### config.mk
export PLATFORM = sky130hd
export DESIGN_NAME = led_indicator
export DESIGN_NICKNAME = d
export VERILOG_FILES = /design/src/hdl/period_gen.v /design/src/hdl/hold_timer.v /design/src/hdl/led_indicator.v
export VERILOG_INCLUDE_DIRS = /design/src /design/src/common
export SDC_FILE = /design/constraint.sdc
export NUM_CORES = 1
export LEC_CHECK = 0
export ABC_AREA = 1
export ABC_CLOCK_PERIOD_IN_PS = 6000
export BUFFER_PORTS_ARGS = -buffer_cell sky130_fd_sc_hd__buf_2
export CAP_MARGIN = 20
export CELL_PAD_IN_SITES_DETAIL_PLACEMENT = 0
export CELL_PAD_IN_SITES_GLOBAL_PLACEMENT = 1
export CORE_MARGIN = 2
export CORE_UTILIZATION = 35
export CTS_CLUSTER_SIZE = 16
export DETAILED_ROUTE_END_ITERATION = 7
export MAX_ROUTING_LAYER = met4
export PLACE_DENSITY_LB_ADDON = 0.1
export SETUP_SLACK_MARGIN = 0.05
export SLEW_MARGIN = 5
export SYNTH_ARGS = -nofsm -noshare
export SYNTH_HDL_FRONTEND = slang
export SYNTH_SLANG_ARGS = --single-unit
### constraint.sdc
create_clock -name clock -period 6 [get_ports clock]
set_clock_uncertainty 0.1 [all_clocks]
set_input_delay 0.3 -clock clock [delete_from_list [all_inputs] [get_ports clock]]
set_output_delay 0.3 -clock clock [all_outputs]
set_load 0.02 [all_outputs]
### src/common/led_ind_defs.vh
`ifndef LED_IND_DEFS_VH
`define LED_IND_DEFS_VH
// Clock and timing
`define CLK_HZ 200000000
`define SELF_CHECK_US 1000
`define SELF_CHECK_CYC ((`SELF_CHECK_US * (`CLK_HZ / 1000000)))
`define PERIOD_1S_CYC (`CLK_HZ)
`define PERIOD_4S_CYC (4 * `CLK_HZ)
`define PERIOD_8TH_CYC (`CLK_HZ / 8)
`define HOLD_ZERO_S 3
`define HOLD_ZERO_CYC (`HOLD_ZERO_S * `CLK_HZ)
`define SHORT_FLASH_CYC (`CLK_HZ / 20)
// Pressure classes
`define PCLS_OVER1000 3'h0
`define PCLS_OVER800 3'h1
`define PCLS_NEAR760 3'h2
`define PCLS_BELOW700 3'h3
`define PCLS_BELOW1 3'h4
// LED colours
`define LED_OFF 2'h0
`define LED_GREEN 2'h1
`define LED_RED 2'h2
`define LED_YELLOW 2'h3
// Register offsets
`define REG_CTRL 4'h0
`define REG_STATUS 4'h4
`define REG_IRQ_STAT 4'h8
`define REG_IRQ_MASK 4'hc
// Bit positions
`define CTRL_CALIB 0
`define CTRL_COMM_ERR 1
`define CTRL_SENS_FAIL 2
`define IRQ_ZERO_TAKEN 0
`define IRQ_TOGGLE 1
`define IRQ_FAULT 2
`endif

### src/hdl/period_gen.v
`timescale 1ns/100ps
`include "led_ind_defs.vh"
// Free-running counter with a square phase output
module period_gen #(
  parameter PERIOD = 200
) (
  input wire clock,
  input wire rst,
  output reg [31:0] count_ff,
  output wire half
);
  always @(posedge clock or posedge rst) begin
    if (rst) begin
      count_ff <= 32'h0;
    end else if (count_ff == PERIOD - 1) begin
      count_ff <= 32'h0;
    end else begin
      count_ff <= count_ff + 32'h1;
    end
  end
  assign half = (count_ff < (PERIOD / 2));
endmodule // period_gen

### src/hdl/hold_timer.v
`timescale 1ns/100ps
// Counts cycles an input is held, saturating at LIMIT
module hold_timer #(
  parameter LIMIT = 600000000
) (
  input wire clock,
  input wire rst,
  input wire level,
  output wire reached
);
  reg [31:0] cnt_ff;
  always @(posedge clock or posedge rst) begin
    if (rst) begin
      cnt_ff <= 32'h0;
    end else if (!level) begin
      cnt_ff <= 32'h0;
    end else if (cnt_ff != LIMIT) begin
      cnt_ff <= cnt_ff + 32'h1;
    end
  end
  assign reached = (cnt_ff == LIMIT);
endmodule // hold_timer

### src/hdl/led_indicator.v
`timescale 1ns/100ps
`include "led_ind_defs.vh"
// Summary of operation
// After power-up run a self-check before showing pressure patterns.
// Above 1000 Torr vacuum flashes yellow 1 s; 800-1000 steady yellow.
// Near 760 Torr both LEDs steady green.
// Below 700 Torr vacuum flashes green 1 s, duty proportional to pressure.
// Below 1 Torr vacuum gives short green flash each second.
// Comm error: both flash red 4 s period, in alternation.
// Sensor failure: both LEDs steady red.
// Calibration: both flash green 1 s, in step.
// Interface toggle: both flash green 1/8 s, alternating.
// Forced zero: both flash green 1/8 s, in step.
// Zero adjust: status steady green, vacuum flashes green 1/8 s.
// Button held from power-up starts interface toggle, fast blink.
// Faults first, then modes and button, pressure last.
// Zero reset needs button held at least 3 seconds.
module led_indicator #(
  parameter SELF_CHECK_CYC = `SELF_CHECK_CYC,
  parameter P1S = `PERIOD_1S_CYC,
  parameter P4S = `PERIOD_4S_CYC,
  parameter P8TH = `PERIOD_8TH_CYC,
  parameter HOLD_CYC = `HOLD_ZERO_CYC,
  parameter SHORT_CYC = `SHORT_FLASH_CYC
) (
  input wire clock,
  input wire rst,
  input wire [2:0] pressure_class,
  input wire [7:0] pressure_frac,
  input wire self_check_ok,
  input wire button,
  input wire zero_adjust,
  input wire [3:0] avs_address,
  input wire avs_read,
  input wire avs_write,
  input wire [31:0] avs_writedata,
  output reg [31:0] avs_readdata,
  output wire avs_waitrequest,
  output reg [1:0] status_led,
  output reg [1:0] vacuum_led,
  output reg zero_take,
  output reg iface_toggle,
  output wire irq
);
  // ----------------------------------------
  // Timebases
  // ----------------------------------------
  wire [31:0] c1;
  wire ph1;
  wire ph4;
  wire ph8;
  period_gen #(
    .PERIOD(P1S)
  ) u_p1 (
    .clock(clock),
    .rst(rst),
    .count_ff(c1),
    .half(ph1)
  );
  // Only the 1 s count is needed beyond the phase
  period_gen #(
    .PERIOD(P4S)
  ) u_p4 (
    .clock(clock),
    .rst(rst),
    .count_ff(),
    .half(ph4)
  );
  period_gen #(
    .PERIOD(P8TH)
  ) u_p8 (
    .clock(clock),
    .rst(rst),
    .count_ff(),
    .half(ph8)
  );

  // ----------------------------------------
  // Self-check and strap capture
  // ----------------------------------------
  localparam ST_CHECK = 2'h0;
  localparam ST_RUN = 2'h1;
  localparam ST_TOGGLE = 2'h2;
  reg [1:0] state_ff;
  reg [31:0] chk_ff;
  reg strap_ff;
  reg first_ff;
  reg [1:0] nxt_state;
  always @* begin
    nxt_state = state_ff;
    case (state_ff)
      ST_CHECK: begin
        if (chk_ff >= SELF_CHECK_CYC && self_check_ok) begin
          nxt_state = strap_ff ? ST_TOGGLE : ST_RUN;
        end
      end
      ST_TOGGLE: begin
        if (!button) begin
          nxt_state = ST_RUN;
        end
      end
      ST_RUN: nxt_state = ST_RUN;
      default: nxt_state = ST_CHECK;
    endcase
  end
  always @(posedge clock or posedge rst) begin
    if (rst) begin
      state_ff <= ST_CHECK;
      chk_ff <= 32'h0;
      strap_ff <= 1'b0;
      first_ff <= 1'b1;
      iface_toggle <= 1'b0;
    end else begin
      state_ff <= nxt_state;
      first_ff <= 1'b0;
      // Strap caught on first clock after reset release
      if (first_ff) begin
        strap_ff <= button;
      end else if (state_ff == ST_CHECK && !button) begin
        strap_ff <= 1'b0;
      end
      if (state_ff == ST_CHECK && chk_ff < SELF_CHECK_CYC) begin
        chk_ff <= chk_ff + 32'h1;
      end
      iface_toggle <= (state_ff == ST_TOGGLE) && (nxt_state == ST_RUN);
    end
  end

  // ----------------------------------------
  // Push-button zero
  // ----------------------------------------
  wire held;
  reg held_d_ff;
  hold_timer #(
    .LIMIT(HOLD_CYC)
  ) u_hold (
    .clock(clock),
    .rst(rst),
    .level(button && state_ff == ST_RUN),
    .reached(held)
  );
  always @(posedge clock or posedge rst) begin
    if (rst) begin
      held_d_ff <= 1'b0;
      zero_take <= 1'b0;
    end else begin
      held_d_ff <= held;
      zero_take <= held && !held_d_ff;
    end
  end
  // Forced zero shown while button held past the threshold
  wire force_zero = held;

  // ----------------------------------------
  // Registers
  // ----------------------------------------
  reg [2:0] ctrl_ff;
  reg [2:0] irq_stat_ff;
  reg [2:0] irq_mask_ff;
  wire calib = ctrl_ff[`CTRL_CALIB];
  wire comm_err = ctrl_ff[`CTRL_COMM_ERR];
  wire sens_fail = ctrl_ff[`CTRL_SENS_FAIL];
  wire [2:0] events = {sens_fail | comm_err, iface_toggle, zero_take};
  wire wr_hit = avs_write && !avs_waitrequest;
  // One wait state on reads, so registered data stands at the accept edge
  reg rd_done_ff;
  always @(posedge clock or posedge rst) begin
    if (rst) begin
      rd_done_ff <= 1'b0;
    end else begin
      rd_done_ff <= avs_read && !rd_done_ff;
    end
  end
  assign avs_waitrequest = avs_read && !rd_done_ff;
  always @(posedge clock or posedge rst) begin
    if (rst) begin
      ctrl_ff <= 3'h0;
      irq_mask_ff <= 3'h0;
      irq_stat_ff <= 3'h0;
      avs_readdata <= 32'h0;
    end else begin
      if (wr_hit && avs_address == `REG_CTRL) begin
        ctrl_ff <= avs_writedata[2:0];
      end
      if (wr_hit && avs_address == `REG_IRQ_MASK) begin
        irq_mask_ff <= avs_writedata[2:0];
      end
      // Set wins over a same-cycle clear
      if (wr_hit && avs_address == `REG_IRQ_STAT) begin
        irq_stat_ff <= (irq_stat_ff & ~avs_writedata[2:0]) | events;
      end else begin
        irq_stat_ff <= irq_stat_ff | events;
      end
      if (avs_read && !rd_done_ff) begin
        case (avs_address)
          `REG_CTRL: avs_readdata <= {29'h0, ctrl_ff};
          `REG_STATUS: avs_readdata <= {24'h0, status_led, vacuum_led, 2'h0, state_ff};
          `REG_IRQ_STAT: avs_readdata <= {29'h0, irq_stat_ff};
          `REG_IRQ_MASK: avs_readdata <= {29'h0, irq_mask_ff};
          default: avs_readdata <= 32'h0;
        endcase
      end
    end
  end
  assign irq = |(irq_stat_ff & irq_mask_ff);

  // ----------------------------------------
  // Pattern selection
  // ----------------------------------------
  // Lit while c1 * 256 < P1S * frac; scaling up keeps short periods exact
  localparam [39:0] P1S_W = P1S;
  wire [39:0] duty_lim = P1S_W * {32'h0, pressure_frac};
  wire [39:0] duty_pos = {c1, 8'h00};
  wire duty_on = (duty_pos < duty_lim);
  wire short_on = (c1 < SHORT_CYC);
  localparam PAT_DARK = 4'h0;
  localparam PAT_FAIL = 4'h1;
  localparam PAT_COMM = 4'h2;
  localparam PAT_TOGGLE = 4'h3;
  localparam PAT_FORCE = 4'h4;
  localparam PAT_ADJUST = 4'h5;
  localparam PAT_CALIB = 4'h6;
  localparam PAT_PRESS = 4'h7;
  reg [3:0] pat;
  // Self-check blanking first, then faults, then modes and button, pressure last
  always @* begin
    pat = PAT_PRESS;
    if (state_ff == ST_CHECK) begin
      pat = PAT_DARK;
    end else if (sens_fail) begin
      pat = PAT_FAIL;
    end else if (comm_err) begin
      pat = PAT_COMM;
    end else if (state_ff == ST_TOGGLE) begin
      pat = PAT_TOGGLE;
    end else if (force_zero) begin
      pat = PAT_FORCE;
    end else if (zero_adjust) begin
      pat = PAT_ADJUST;
    end else if (calib) begin
      pat = PAT_CALIB;
    end
  end
  // Vacuum colour from the pressure class
  reg [1:0] press_vac;
  always @* begin
    case (pressure_class)
      `PCLS_OVER1000: press_vac = ph1 ? `LED_YELLOW : `LED_OFF;
      `PCLS_OVER800: press_vac = `LED_YELLOW;
      `PCLS_NEAR760: press_vac = `LED_GREEN;
      `PCLS_BELOW700: press_vac = duty_on ? `LED_GREEN : `LED_OFF;
      `PCLS_BELOW1: press_vac = short_on ? `LED_GREEN : `LED_OFF;
      default: press_vac = `LED_GREEN;
    endcase
  end
  reg [1:0] nxt_st;
  reg [1:0] nxt_vac;
  always @* begin
    nxt_st = `LED_OFF;
    nxt_vac = `LED_OFF;
    case (pat)
      PAT_DARK: begin
        nxt_st = `LED_OFF;
        nxt_vac = `LED_OFF;
      end
      PAT_FAIL: begin
        nxt_st = `LED_RED;
        nxt_vac = `LED_RED;
      end
      PAT_COMM: begin
        nxt_st = ph4 ? `LED_RED : `LED_OFF;
        nxt_vac = ph4 ? `LED_OFF : `LED_RED;
      end
      PAT_TOGGLE: begin
        nxt_st = ph8 ? `LED_GREEN : `LED_OFF;
        nxt_vac = ph8 ? `LED_OFF : `LED_GREEN;
      end
      PAT_FORCE: begin
        nxt_st = ph8 ? `LED_GREEN : `LED_OFF;
        nxt_vac = ph8 ? `LED_GREEN : `LED_OFF;
      end
      PAT_ADJUST: begin
        nxt_st = `LED_GREEN;
        nxt_vac = ph8 ? `LED_GREEN : `LED_OFF;
      end
      PAT_CALIB: begin
        nxt_st = ph1 ? `LED_GREEN : `LED_OFF;
        nxt_vac = ph1 ? `LED_GREEN : `LED_OFF;
      end
      PAT_PRESS: begin
        nxt_st = `LED_GREEN;
        nxt_vac = press_vac;
      end
      default: begin
        nxt_st = `LED_OFF;
        nxt_vac = `LED_OFF;
      end
    endcase
  end
  always @(posedge clock or posedge rst) begin
    if (rst) begin
      status_led <= `LED_OFF;
      vacuum_led <= `LED_OFF;
    end else begin
      status_led <= nxt_st;
      vacuum_led <= nxt_vac;
    end
  end
endmodule // led_indicator

==> flow_metrics.py <==
metrics = {
    "power": {
        "p_sw_frac": 0.399,
        "total_power_mw": 4.32,
        "p_clk_frac": 0.281,
        "ir_drop_mv": 0.235,
        "power_density_nw_per_um2": 291,
        "p_leak_nw": 7.19,
        "seqPwrFrac": 0.312,
        "internal_power_mw": 2.60,
        "comb_power_share": 0.407,
        "p_sw_mw": 1.73,
    },
    "timing": {
        "setup_slack_ns": 0.844,
        "fin_crit_ns": 5.16,
        "fin_setup_tns_ns": 0,
        "max_freq_mhz": 194,
        "setup_viol": 0,
        "final_max_slew_viol_count": 0,
        "slew_headroom": 0.393,
        "timing.final.crit_share": 0.859,
        "worst_slew_pin_slew_ns": 0.910,
        "rsz0062_at_grt": "false",
        "hold_viol_final": 0,
    },
    "clocking": {
        "cts_tree": "done",
        "clock_path_buffers": 2,
        "cts_sinks": 188,
        "cts_htree_levels": 4,
        "clk_latency_ns": 0.46,
        "clk_pin_slew_ns": 0.08,
        "cts_buffers": 17,
        "clockRootBuffer": "clkbuf_16",
        "cts_resized": 0,
    },
    "hold_path": {
        "min_from": "avs_writedata[0]",
        "hold_path_class": "input port to flip-flop",
    },
    "routing": {
        "vias": 11100,
        "drt_iter0_drc": 584,
        "wl_per_cell_um": 14.4,
        "drt-vias-per-instance": 4.78,
        "firstDrtPassIters": 7,
        "drc": 0,
        "wl_um": 33400,
        "ant_nets": 0,
    },
    "cells_and_area": {
        "regArea_sq_um": 4710,
        "areaGrowthSynthToFinish_pct": 9.64,
        "n_antenna_cell": 0,
        "final_area_sq_um": 14800,
        "fin_nets": 1961,
        "fill_cells": 4082,
        "drive_gt1_frac": 0.0862,
        "multi_input_area_sq_um": 7420,
        "fin_util": 0.387,
    },
    "run_status": {
        "status": "finished, final reports clean",
    },
    "setup_path": {
        "path_cells": "buf_2 -> fa_1 -> inv_1 -> fa_1 -> inv_1 -> fa_1 -> inv_1 -> fa_1 -> inv_1 -> ha_1 -> nand2_1 -> nor4_1 -> nand4_1 -> nand3_1 -> xnor2_1 -> ha_1 -> nand2_1 -> nor3_1 -> and3_1 -> nand2_1 -> nand2_1 -> nand2_1 -> o21ai_0 -> nand2_1",
        "cpPeakStageDelay_ns": 0.62,
        "cp-start-kind": "input port",
        "crit_start": "pressure_frac[6]",
        "cp_common_cell": "nand2_1",
        "critical_path_peak_fanout": 7,
        "crit_slowest_cell": "fa_1",
        "end_kind": "flip-flop",
        "r2r-start": "u_p1.count_ff[1]",
        "cp_data_arrival_time_ns": 5.40,
        "worstSetupPathType": "input port to flip-flop",
        "cp.required_ns": 6.25,
    },
    "yosys": {
        "ys_ff_latch": 188,
        "syn_avg_cell_area_sq_um": 7.76,
        "ys.flop_type": "dfrtp_1",
        "async_flop_share": 1.00,
        "yosysWarnings": 0,
        "synth-edff-count": 0,
        "synth_cell_type_count": 56,
        "yosys.area.top_type": "dfrtp_1",
        "synth_cells": 1743,
        "seq_area_frac_synth": 0.348,
        "synth_area_sq_um": 13500,
        "netlist.area_leader.share": 0.346,
        "ys_top_cells_by_area": "dfrtp_1, nand2_1, inv_1, ha_1, fa_1",
    },
    "die": {
        "core-area_sq_um": 38400,
        "die-area_sq_um": 40200,
        "num_rows": 72,
        "die_w_um": 201,
        "dieHeight_um": 201,
        "initial_core_util": 0.353,
        "io_pins": 94,
    },
    "global_route": {
        "grt_pass1_vias": 11100,
        "gr-total-overflow": 0,
        "grt_pass1_wl_um": 56600,
        "antenna_found_initial": 0,
        "grt_max_degree": 126,
        "grtUsageTotal": 0.179,
    },
    "placed_design": {
        "io_buffers": 39,
        "routabilityCongestion": 0.839,
        "placed_cell_area_sq_um": 14200,
        "hpwlAfterDp_um": 26100,
        "dpl_worst_slack_ns": 0.368,
    },
    "flow_run": {
        "maxCapViolCount": 0,
    },
}
==> cell usage after synthesis (all sizes together) (17+ instances only) <==
cell    instances
clkbuf         17
ha             82
dfrtp         187
o21ai          75
fa             40
nor2          199
xor2           54
nor4           32
nand2         316
nor3           83
buf            28
xnor2          25
nand4          51
inv           323
nand3          89
a21oi          87
==> layout by cell type, fill, tap and decap left out, types with 3 or more instances in the layout <==
cell type	synthesis	routed
nand2_1	308	308
nand3b_1	5	5
o21ai_1	7	7
clkbuf_16	0	17
dfrtp_1	187	187
xor2_1	54	54
a21oi_1	87	87
nor2_1	173	173
mux2_2	3	3
nand4_1	48	48
inv_1	306	305
nor3_1	72	72
clkinv_1	4	4
nor4_1	29	29
inv_2	17	17
o21a_1	5	5
conb_1	1	26
inv_6	0	6
clkinvlp_4	0	3
nand3_1	84	84
o211ai_1	3	3
nor3b_1	3	3
nor2_4	6	6
nand2_2	7	7
buf_2	0	39
nor3_2	10	10
nand3_2	3	3
ha_1	82	82
o21bai_1	3	3
o21ai_0	68	68
a31oi_1	5	5
and3_1	4	4
fa_1	40	40
xnor2_1	25	25
nor2_2	19	19
==> cells by family (layout without fill, tap and decap cells) <==
logic type / after synthesis / count (layout) / share of synthesized area
compound gates: 190 / 190 / 0.0759
xor+xnor: 79 / 79 / 0.0511
fa+ha+maj: 122 / 122 / 0.135
buf+inv: 372 / 402 / 0.111
flops: 188 / 188 / 0.348
mux: 3 / 3 / 0.00250
other cells: 1 / 26 / 0.000277
simple gates: 788 / 788 / 0.276
==> what timing repair did <==
item | CTS | global route
hold endpoints to repair | 74 | 0
hold buffers | 2 | 0
setup buffers | 0 | 0
==> layout make-up <==
type | instances | share of cell area
multi-input cells | 1208 | 0.500
flip-flops and latches | 188 | 0.317
inverters | 327 | 0.0833
well taps | 518 | 0.0437
clock buffers | 19 | 0.0299
repair buffers | 43 | 0.0155
clock inverters | 13 | 0.0105
==> worst max-delay path: cells and delay by family <==
family                   cells  cell delay (ns)
AO/OA/AOI/OAI                1             0.14
adder cells (fa/ha/maj)      6             2.89
AND/OR/NAND/NOR             11             1.51
buffers and inverters        5             0.43
XOR/XNOR                     1             0.10
==> power groups by stage <==
| stage | combinational (mW) | sequential, mW | clock (mW) |
|---|---|---|---|
| 2_1_floorplan | 1.33 | 1.37 | 0 |
| 3_3_place_gp | 1.76 | 1.37 | 0 |
| 3_5_place_dp | 1.77 | 1.37 | 0 |
| 4_1_cts | 1.78 | 1.35 | 1.25 |
| 5_1_grt | 2.05 | 1.36 | 1.31 |
| 6_report | 1.76 | 1.35 | 1.22 |
==> worst paths after layout <==
path                            cells past startpoint  slack [ns]           endpoint
max in group asynchronous                           4        3.93  u_p1.count_ff[13]
worst min-delay path                                3        0.04         ctrl_ff[0]
worst max-delay path                               24        0.84      vacuum_led[0]
worst max register to register                     11        3.29  u_p1.count_ff[30]
min in group asynchronous                           3        0.47   u_p4.count_ff[4]
worst min register to register                      0        0.28         chk_ff[29]
==> flip-flops by register name, summed over array words and instances, names as in the netlist, 2 cells and up <==
register	count
state_ff	2
avs_readdata	7
irq_mask_ff	3
chk_ff	32
u_p1.count_ff	32
u_p4.count_ff	32
u_hold.cnt_ff	32
vacuum_led	2
u_p8.count_ff	32
ctrl_ff	3
status_led	2
irq_stat_ff	3
==> per-layer routing <==
layer	up-vias	global-route usage	wire length [um]
met3	23	0.0252	779
met2	116	0.296	15800
met1	5285	0.234	16500
met4	0	0.0415	354
met5	-	-	0
li1	5642	-	-
==> through the flow <==
stage	cells	hold WS [ns]
after floorplan	1768	0.273
after global placement	2282	0.265
after detailed placement	2282	0.266
after CTS	2316	0.0222
after global routing	2316	0.0322
final	2316	0.0444
(Power assumes the default switching activity.)
